[src/logic/bwcg_defs.svh]
// constants for the block-write cycle generator
// assumes inclusion by bare name from the package and the design file
`ifndef BWCG_DEFS_SVH
`define BWCG_DEFS_SVH
`define BWCG_BW_SIM 2'h0
`define BWCG_BW_RSV 2'h1
`define BWCG_BW_4X 2'h2
`define BWCG_BW_8X 2'h3
`define BWCG_PAM_BLOCK_WRITE 3'h2
`define BWCG_ALIGN_64_BITS 6
`define BWCG_ALIGN_32_BITS 5
`define BWCG_STEP_8X 7'h40
`define BWCG_STEP_4X 7'h20
`define BWCG_STEP_SIM 7'h08
`define BWCG_ONCHIP_TOP 32'h01FFFFFF
`endif

[src/logic/bwcg_pkg.sv]
// types shared by the block-write cycle generator
// assumes bwcg_defs.svh is on the include path
`include "bwcg_defs.svh"
package bwcg_pkg;
  typedef enum logic [1:0] {
    BWCG_IDLE,
    BWCG_LOAD,
    BWCG_WRITE,
    BWCG_DONE
  } bwcg_state_t;

  typedef struct packed {
    logic [2:0] access_mode_select;
    logic long_form;
    logic [1:0] block_write_type;
    logic big_endian;
    logic [31:0] dst_addr;
    logic [63:0] colour;
    logic [15:0] mask_bits;
  } bwcg_param_t;

  typedef struct packed {
    logic load_colour_cycle;
    logic special_register_set_cycle;
    logic block_write_cycle;
    logic masked_write;
    logic [31:0] addr;
    logic [63:0] data;
    logic [7:0] byte_en;
  } bwcg_cycle_t;

  typedef struct packed {
    bwcg_state_t state;
    logic [1:0] bw_type;
    logic big_endian;
    logic is_sgram;
    logic [31:0] addr;
    logic [63:0] colour;
    logic [127:0] mask;
    logic [7:0] mask_left;
    logic [5:0] skip;
    logic err;
    logic done;
    bwcg_cycle_t cyc;
    logic cyc_valid;
  } bwcg_regs_t;
endpackage : bwcg_pkg

[src/logic/bwcg_core.sv]
// block-write cycle generator: turns colour, mask and destination into memory cycles
// assumes the transfer engine holds parameters stable while START or RESUME is high
//
// How it works
// - 8x mode, one mask bit per line
// - 8x cycles cover aligned 64-byte regions
// - unaligned 8x destination refused with an error
// - little-endian 8x uses stride-eight lines from zero
// - big-endian 8x uses stride-eight lines from 63
// - 4x mode, each mask bit drives two lines
// - 4x cycles cover aligned 32-byte regions
// - 4x destination not 64-byte aligned refused with an error
// - little-endian 4x uses line pairs n, n+4
// - big-endian 4x uses line pairs 63-n, 59-n
// - 8-bit colour registers get the same pattern
// - emulated writes put full colour on bus
// - emulated mask bits become byte strobes
// - emulated writes are ordinary 64-bit writes
// - load colour register before 4x/8x cycles
// - colour load on start and on resume
// - no colour load in emulated mode
// - two-bit per-bank type selects the operation
// - block write needs long form, mode 010
// - error on on-chip or unaligned destination
`timescale 1ns/1ps
`default_nettype none
`include "bwcg_defs.svh"
module bwcg_core (
  input wire logic REF_CLK, // controller clock, 200 MHz
  input wire logic RST_N, // asynchronous reset, active low
  input wire logic START, // pulse: new transfer begins
  input wire logic RESUME, // pulse: transfer resumes after suspend or host request
  input wire logic SUSPEND, // pulse: stop issuing cycles, keep progress
  input wire logic BANK_SGRAM, // bank is SGRAM rather than VRAM
  input wire bwcg_pkg::bwcg_param_t PARAM, // transfer parameters
  input wire logic CYCLE_READY, // memory sequencer takes the cycle
  output logic CYCLE_VALID, // a cycle is offered
  output bwcg_pkg::bwcg_cycle_t CYCLE, // the offered cycle
  output logic BUSY, // transfer in progress
  output logic DONE, // pulse: transfer finished
  output logic XFER_ERROR // pulse: transfer refused
);

  ////////////////////////////////////////////////////////////////////////////
  // mask remap tables: two generate loops build both modes, both endians
  bwcg_pkg::bwcg_regs_t q_r;
  bwcg_pkg::bwcg_regs_t q_nxt;
  logic [63:0] map8_le;
  logic [63:0] map8_be;
  logic [63:0] map4_le;
  logic [63:0] map4_be;
  logic [63:0] src8;
  logic [31:0] src4;

  assign src8 = q_r.mask[63:0];
  assign src4 = q_r.mask[31:0];

  genvar g;
  generate
    for (g = 0; g < 64; g = g + 1) begin : g_map8
      // mask bit g lands on line 8*(g%8)+g/8 for little endian, on 63 minus that line for big endian
      assign map8_le[8 * (g % 8) + g / 8] = src8[g];
      assign map8_be[63 - (8 * (g % 8) + g / 8)] = src8[g];
    end
    for (g = 0; g < 32; g = g + 1) begin : g_map4
      // mask bit g drives a nibble pair
      assign map4_le[8 * (g % 8) + g / 8] = src4[g];
      assign map4_le[8 * (g % 8) + g / 8 + 4] = src4[g];
      assign map4_be[63 - (8 * (g % 8) + g / 8)] = src4[g];
      assign map4_be[59 - (8 * (g % 8) + g / 8)] = src4[g];
    end
  endgenerate

  ////////////////////////////////////////////////////////////////////////////
  // next-state logic
  logic [6:0] step;
  logic [5:0] offs;
  logic [7:0] used;
  logic [127:0] next_mask;
  logic [31:0] next_addr;
  logic bad;
  logic mode_ok;
  logic [127:0] shifted;
  logic [5:0] ent_offs;

  // bytes covered per cycle and the in-region offset of the current address
  always_comb begin
    step = `BWCG_STEP_SIM;
    offs = 6'h00;
    unique case (q_r.bw_type)
      `BWCG_BW_8X: begin
        step = `BWCG_STEP_8X;
        offs = {3'h0, q_r.addr[5:3]};
      end
      `BWCG_BW_4X: begin
        step = `BWCG_STEP_4X;
        offs = {4'h0, q_r.addr[4:3]};
      end
      default: begin
        step = `BWCG_STEP_SIM;
        offs = 6'h00;
      end
    endcase
    // a partial region consumes only the bits above its offset
    used = {1'b0, step} - {offs[4:0], 3'h0};
    next_mask = q_r.mask >> used;
    next_addr = q_r.addr + {24'h0, used};
  end

  ////////////////////////////////////////////////////////////////////////////
  // start checks on the offered parameters
  always_comb begin
    mode_ok = (PARAM.access_mode_select == `BWCG_PAM_BLOCK_WRITE) &&
              PARAM.long_form;
    bad = (PARAM.dst_addr <= `BWCG_ONCHIP_TOP) ||
          (PARAM.dst_addr[5:0] != 6'h00) ||
          (PARAM.block_write_type == `BWCG_BW_RSV);
  end

  ////////////////////////////////////////////////////////////////////////////
  // unaligned start: the mask is pre-shifted by the in-region offset on entry
  always_comb begin
    ent_offs = 6'h00;
    if (PARAM.block_write_type == `BWCG_BW_8X) begin
      ent_offs = {3'h0, PARAM.dst_addr[5:3]};
    end else if (PARAM.block_write_type == `BWCG_BW_4X) begin
      ent_offs = {4'h0, PARAM.dst_addr[4:3]};
    end else begin
      ent_offs = 6'h00;
    end
    // zeros fill the region locations below the first written one
    shifted = {112'h0, PARAM.mask_bits} << {ent_offs, 3'h0};
  end

  ////////////////////////////////////////////////////////////////////////////
  // state sequencing and cycle construction
  always_comb begin
    q_nxt = q_r;
    q_nxt.err = 1'b0;
    q_nxt.done = 1'b0;
    unique case (q_r.state)
      bwcg_pkg::BWCG_IDLE: begin
        if (START) begin
          if (!mode_ok || bad) begin
            q_nxt.err = 1'b1;
          end else begin
            q_nxt.bw_type = PARAM.block_write_type;
            q_nxt.big_endian = PARAM.big_endian;
            q_nxt.is_sgram = BANK_SGRAM;
            q_nxt.colour = PARAM.colour;
            q_nxt.addr = PARAM.dst_addr;
            q_nxt.mask = shifted;
            q_nxt.mask_left = 8'h10;
            q_nxt.skip = 6'h00;
            if (PARAM.block_write_type == `BWCG_BW_SIM) begin
              q_nxt.state = bwcg_pkg::BWCG_WRITE;
            end else begin
              q_nxt.state = bwcg_pkg::BWCG_LOAD;
            end
          end
        end else if (RESUME && q_r.mask_left != 8'h00) begin
          // resume after suspend or host request reloads the colour register for 4x/8x types
          if (q_r.bw_type == `BWCG_BW_SIM) begin
            q_nxt.state = bwcg_pkg::BWCG_WRITE;
          end else begin
            q_nxt.state = bwcg_pkg::BWCG_LOAD;
          end
        end
      end
      bwcg_pkg::BWCG_LOAD: begin
        if (SUSPEND) begin
          q_nxt.state = bwcg_pkg::BWCG_IDLE;
        end else if (CYCLE_READY) begin
          q_nxt.state = bwcg_pkg::BWCG_WRITE;
        end
      end
      bwcg_pkg::BWCG_WRITE: begin
        if (SUSPEND) begin
          q_nxt.state = bwcg_pkg::BWCG_IDLE;
        end else if (CYCLE_READY) begin
          q_nxt.mask = next_mask;
          if (q_r.mask_left <= used) begin
            q_nxt.mask_left = 8'h00;
            q_nxt.state = bwcg_pkg::BWCG_DONE;
          end else begin
            q_nxt.mask_left = q_r.mask_left - used;
          end
          q_nxt.addr = next_addr;
        end
      end
      bwcg_pkg::BWCG_DONE: begin
        q_nxt.done = 1'b1;
        q_nxt.state = bwcg_pkg::BWCG_IDLE;
      end
    endcase
    // the offered cycle is built from the next state and then registered
    q_nxt.cyc_valid = 1'b0;
    q_nxt.cyc = '0;
    unique case (q_nxt.state)
      bwcg_pkg::BWCG_LOAD: begin
        q_nxt.cyc_valid = 1'b1;
        q_nxt.cyc.load_colour_cycle = !q_nxt.is_sgram;
        q_nxt.cyc.special_register_set_cycle = q_nxt.is_sgram;
        q_nxt.cyc.addr = q_nxt.addr;
        q_nxt.cyc.data = q_nxt.colour;
        q_nxt.cyc.byte_en = 8'hFF;
      end
      bwcg_pkg::BWCG_WRITE: begin
        q_nxt.cyc_valid = 1'b1;
        q_nxt.cyc.addr = q_nxt.addr;
        if (q_nxt.bw_type == `BWCG_BW_SIM) begin
          q_nxt.cyc.masked_write = 1'b1;
          q_nxt.cyc.addr = {q_nxt.addr[31:3], 3'h0};
          q_nxt.cyc.data = q_nxt.colour;
          q_nxt.cyc.byte_en = q_nxt.mask[7:0];
        end else begin
          q_nxt.cyc.block_write_cycle = 1'b1;
          q_nxt.cyc.byte_en = 8'hFF;
        end
      end
      default: begin
        q_nxt.cyc_valid = 1'b0;
      end
    endcase
  end

  ////////////////////////////////////////////////////////////////////////////
  // state register; data bus pattern chosen from the registered mask
  logic [63:0] bus_data;
  always_comb begin
    bus_data = q_r.cyc.data;
    if (q_r.cyc.block_write_cycle) begin
      unique case ({q_r.bw_type == `BWCG_BW_8X, q_r.big_endian})
        2'h3: bus_data = map8_be;
        2'h2: bus_data = map8_le;
        2'h1: bus_data = map4_be;
        default: bus_data = map4_le;
      endcase
    end
  end

  always_ff @(posedge REF_CLK or negedge RST_N) begin
    if (!RST_N) begin
      q_r <= '0;
    end else begin
      q_r <= q_nxt;
    end
  end

  assign CYCLE_VALID = q_r.cyc_valid;
  always_comb begin
    CYCLE = q_r.cyc;
    CYCLE.data = bus_data;
  end
  assign BUSY = (q_r.state != bwcg_pkg::BWCG_IDLE);
  assign DONE = q_r.done;
  assign XFER_ERROR = q_r.err;

endmodule // bwcg_core
`default_nettype wire

[config.mk]
export PLATFORM = sky130hd
export DESIGN_NAME = bwcg_core
export DESIGN_NICKNAME = d
export VERILOG_FILES = /design/src/logic/bwcg_pkg.sv /design/src/logic/bwcg_core.sv
export VERILOG_INCLUDE_DIRS = /design/src /design/src/logic
export SDC_FILE = /design/constraint.sdc
export NUM_CORES = 1
export LEC_CHECK = 0
export ABC_AREA = 1
export BUFFER_PORTS_ARGS = -buffer_cell sky130_fd_sc_hd__buf_2
export CORE_MARGIN = 5
export CORE_UTILIZATION = 60
export DETAILED_ROUTE_END_ITERATION = 8
export GPL_ROUTABILITY_DRIVEN = 0
export PLACE_DENSITY = 0.81
export SLEW_MARGIN = 20
export SYNTH_ARGS = -nofsm -noshare
export SYNTH_HDL_FRONTEND = slang
export SYNTH_SLANG_ARGS = --single-unit
[constraint.sdc]
create_clock -name REF_CLK -period 5.61 [get_ports REF_CLK]
set_input_delay 1.683 -clock REF_CLK [delete_from_list [all_inputs] [get_ports REF_CLK]]
set_output_delay 1.683 -clock REF_CLK [all_outputs]
set_load 0.02 [all_outputs]
* Word-level counts from Yosys, hierarchy flattened
Index checks and enable logic that the tools add are counted.
** Operators by class
- $lt $le $gt $ge :: 2
- Shifts and indexed selects :: 2
- Add/subtract/negate cells :: 3
- Muxes and demuxes :: 37
- Eq/ne operators :: 18
- Divide/modulo/power cells :: 0
- $mul :: 0
- Bitwise operators :: 1
- Reduce and logical (&&, ||, !) cells :: 18
** Operators with widths (count)
- 136-bit two-way mux :: 2
- 136-bit case mux with 2 select lines :: 1
- 244-bit two-way mux :: 1
- 243-bit two-way mux :: 1
- 104-bit case mux with 2 select lines :: 1
- 64-bit case mux with 3 select lines :: 1
- 64-bit two-way mux :: 2
- 16-bit by 9-bit left shift with 128-bit output :: 1
- 128-bit by 8-bit right shift with 128-bit output :: 1
- 97-bit two-way mux :: 1
- 32-bit two-way mux :: 2
- 32-bit case mux with 2 select lines :: 1
- 32-bit by 8-bit adder with 32-bit output :: 1
- 32-bit by 25-bit less-or-equal comparator with 1-bit output (second input constant) :: 1
- 2-bit two-way mux :: 12
- 2-bit == test (second input constant) :: 9
- 8-bit two-way mux :: 2
- 7-bit case mux with 2 select lines :: 1
- 2-bit by 1-bit == test with 1-bit output (second input constant) :: 4
- 8-bit less-or-equal comparator :: 1
- 2-bit zero test :: 4
- 2-bit != test (second input constant) :: 4
- 2-bit case mux with 4 select lines :: 1
- 8-bit nonzero test :: 1
- other kinds (16) :: 25
** Word-level totals
- Bits in latches :: 0
- Output and inout port bits :: 112
- Bits in registers :: 349
- Memories kept :: 0
- Input bits :: 126
- RAM bits :: 0
- ROM bits :: 0

* Depth between registers and ports, before layout
- Depth in word-level cells :: 11
- Gate-level depth with buffers :: 30
- Mapped depth without buffers :: 27

* Worst setup path after synthesis
Ideal clock, no wire load.
- Kind :: register -> register
- Start point :: register q_r[352] (netlist name)
- End point :: register q_r[21] (netlist name)
- Stages on the path, launching flop included :: 30
- Data required time :: 5.477 ns
- Period minus slack after synthesis :: 4.258 ns
- Data arrival time :: 4.125 ns
- Path slack :: 1.352 ns
- Cells stage by stage :: dfrtp_1 -> buf_4 -> nand2_4 -> inv_2 -> nand2_1 -> ha_1 -> nand2_1 -> inv_1 -> nor2_2 -> inv_2 -> clkbuf_1 -> buf_2 -> ha_1 -> nand2_1 -> o21ai_0 -> nand2_1 -> nand2_1 -> nand2_1 -> nand2_1 -> nand2_2 -> nand2_1 -> nand2_1 -> nand2_1 -> inv_2 -> ha_1 -> nor2_1 -> inv_1 -> clkbuf_1 -> clkbuf_1 -> a21oi_1
** RTL lines
- start: declaration :: RTL line bwcg_core.sv:46 : bwcg_pkg::bwcg_regs_t q_r;
- start signal: assignment :: RTL line bwcg_core.sv:246 : q_r <= q_nxt;

==> key figures <==
Status
  – Outcome: finished, final reports clean

Place
  – PortBufs: roughly 240
  – HPWL after DPL: between 40000 and 50000 µm
  – Placement-stage worst setup slack: 300 ps

Finish
  – Synthesis-to-layout area growth: 10.6%
  – Share of post-route cells with drive strength above 1: 16.9%
  – Nets: between 2000 and 3000

Yosys
  – Post-synth EDFFs: 0
  – Synth area leaders: dfrtp_1 (42%), nand2_1 (10%), o21ai_0 (6.9%), nand3_1 (6.8%), inv_1 (4.9%)
  – Mapped Avg Cell Area: approximately 7.6 µm²
  – Main synth FF type: dfrtp_1
  – Count leader, synth: nand2_1
  – Mapped Area: approximately 21000 µm²
  – Sequential element share of the synthesized area: 41.6%
  – Synth Warn #: 0
  – Asr flop ratio synth: 100%
  – Synth area leader: dfrtp_1
  – Mapped Cells: ~2700
  – #FFs+latches synth: about 350
  – Synth cell count leaders: nand2_1 (561), dfrtp_1 (346), o21ai_0 (286)
  – Synthesized Nets: 2872
  – Share of the synthesized area in the top cell type: around two fifths
  – Cell variety after synth: 52

Global routing
  – First-pass GRT wire length: 110000 µm
  – Largest net degree at the start of global routing: 126
  – Vias in the first global route: slightly above 20000
  – Total global-route track usage: about a third
  – GRT overflow: 0
  – Antenna violations before repair: 1

Worst setup path
  – WP data required: approximately 3900 ps
  – CP Cell Sequence: clkinv_1 -> buf_4 -> nor2_1 -> inv_1 -> o22ai_1 -> o21ai_0 -> nand2_1 -> buf_2
  – Last element of the critical path: CYCLE[35]
  – Reg2reg start: q_r[352]$_DFF_PN0_
  – CP Capture Type: primary output
  – Worst setup path startpoint: q_r[350]$_DFFE_PN0P_
  – Family with the most delay on the worst path: buffers and inverters
  – WP buf/inv: 4
  – CP Class: reg2out
  – Worst path max stage delay: just under 800 ps
  – CP Max Fanout: 33
  – FF-to-FF path depth: 23
  – Arrival time worst endpoint: roughly 3500 ps
  – Worst flop-to-flop path endpoint: q_r[52]$_DFF_PN0_
  – R2R Setup Slk: ~550 ps
  – Crit-path slowest cell: nor2_1
  – CP Depth: 8
  – Critical Path Source Type: register

Power and ir drop
  – Power density cells: around 600 nW/µm²
  – NetSw: just under 7000 µW
  – Comb pwr share: between 50 and 60%
  – Clk pwr share: between 10% and 20%
  – Internal power: 6920 µW
  – Max VDD drop: a little under 0.6 mV
  – Switching share of total power: about 50%
  – Reg power frac: about a quarter
  – Leak pwr: ~0.012 µW

CTS
  – Clk_lat worst skew: slightly below 600 ps
  – Post-CTS Setup Bufs: 0
  – Clock Sinks: approximately 350
  – H-tree lvl count: 2
  – CTS root buf: clkbuf_16
  – Clock Tree Buf Depth: 3
  – Total CTS buffers: 39
  – Clock Pin Slew Worst Setup and Hold Paths: ~60 ps
  – CTS hold repair buffers: 0
  – CTS tree: yes

Floorplan
  – Effective utilization at floorplan: between 60 and 70%
  – Io pins: 238
  – Die Y-Extent: 196 µm
  – Core Area: around 34000 µm²
  – Die ar.: between 30000 and 40000 µm²
  – Row count: between 60 and 70
  – Die width: a little under 200 µm

Timing
  – Period utilization: 92.9%
  – Fin Setup TNS: 0 ps
  – Tmin final: around 5200 ps
  – Worst-Margin Slew: approximately 1200 ps
  – F_max: ~0.19 GHz
  – Clk_skew: 25.5 ps
  – Max-slew headroom: between 20 and 25%
  – Unrepaired setup endpoints after global routing: false
  – Fin. Hold Viols: 0
  – Setup-failing EPs final: 0
  – Worst setup margin: 397 ps
  – Max-slew violations: 0

Drt
  – Routed vias/inst: between 6 and 7
  – Vias: 21200
  – Detail Route Antenna Nets: 0
  – Residual DRC: 0
  – Drt initial violations: between 3000 and 4000
  – Wire per inst: about 21 µm
  – DR pass1 iterations: 8
  – Post-Route WL: between 60000 and 70000 µm

Worst hold path
  – Hold Crit Class: reg2reg

Flow run
  – MaxCap Viol Count: 0
## cells in the final DEF, fill, tap and decap left out, types with 56 or more instances in the layout
master     n
o22a_1    56
or2_2     66
buf_2    236
nor2_1    97
nand3_1  281
o21ai_0  286
a21oi_1  154
inv_1    268
o22ai_1   79
dfrtp_1  345
nand2_1  561
## routing by layer
layer / up-vias / GRT usage, % / share of wire [%]
li1: 9424 / - / -
met5: - / 0 / 0
met4: 0 / 15.9 / 5.0
met3: 289 / 9.63 / 13
met2: 1527 / 53.6 / 45
met1: 9982 / 47.1 / 37
## timing repair
item	in CTS	in global routing
endpoints found under the hold margin	0	0
resized for setup	0	2
endpoints found under the setup margin	0	64
## stage by stage
stage,utilization (%),cells,total power [µW],hold WS (ps),cell area [µm²]
2_1_floorplan,-,2731,8940,430,20800
6_report,66.9,3301,13800,470,23000
4_1_cts,66.8,3299,13500,473,23000
3_3_place_gp,63.0,3228,10700,448,21700
3_5_place_dp,63.0,3228,10800,458,21700
5_1_grt,66.9,3300,14600,493,23000
## area by class of cell
type	count	area [µm²]
timing repair buffer	269	1470
sequential	346	8660
inverter	285	1070
clock buffer	54	1110
clock inverter	17	208
antenna	1	2.50
fill	2807	11400
tap	455	569
multi-input combinational	1874	9910
## sequential cells by signal (all words and copies together) (netlist names)
register     count
CYCLE_VALID      1
CYCLE           44
map4_be         32
map8_be         32
DONE             1
q_r            235
XFER_ERROR       1
## logic make-up after synthesis
kind of cell | after synthesis | synth area share [%]
fa+ha+maj | 15 | 0.974
buf+inv | 512 | 10.9
flops | 346 | 41.6
compound gates | 751 | 22.0
xor+xnor | 4 | 0.168
simple gates | 1077 | 23.0
mux | 26 | 1.25
## worst min path at each step
stage | slack (ps) | end | from | depth (start not counted)
CTS | 470 | q_r[319]$_DFF_PN0_ | q_r[319]$_DFF_PN0_ | 2
global route | 490 | q_r[318]$_DFF_PN0_ | q_r[318]$_DFF_PN0_ | 2
global placement | 450 | q_r[318]$_DFF_PN0_ | q_r[318]$_DFF_PN0_ | 2
floorplan | 430 | q_r[317]$_DFF_PN0_ | q_r[317]$_DFF_PN0_ | 2
finish | 470 | q_r[319]$_DFF_PN0_ | q_r[319]$_DFF_PN0_ | 2
detailed placement | 460 | q_r[319]$_DFF_PN0_ | q_r[319]$_DFF_PN0_ | 2
## power by group through the flow
| stage | sequential [µW] | combinational [µW] | clock [µW] |
|---|---|---|---|
| 3_5_place_dp | 3500 | 7340 | 0 |
| 4_1_cts | 3470 | 7390 | 2680 |
| 6_report | 3500 | 7670 | 2660 |
| 5_1_grt | 3550 | 8310 | 2780 |
| 3_3_place_gp | 3490 | 7190 | 0 |
| 2_1_floorplan | 3320 | 5620 | 0 |
## worst reg2reg max path, stage by stage, from the launching register on
cell,delay [ps]
dfrtp_1,420
buf_4,490
nand2_2,170
ha_4,200
nand2_1,70
inv_1,70
nor2_4,90
inv_2,40
ha_1,360
nand2_1,70
o21ai_0,270
nand2_1,110
nand2_1,90
nand2_1,50
nand2_1,100
nand2_2,80
nand2_1,90
nand2_1,60
nand2_1,130
inv_2,60
ha_1,310
nor2_2,660
nand3_4,650
a21oi_2,330
Note: power is estimated with default switching activity, not from simulation.
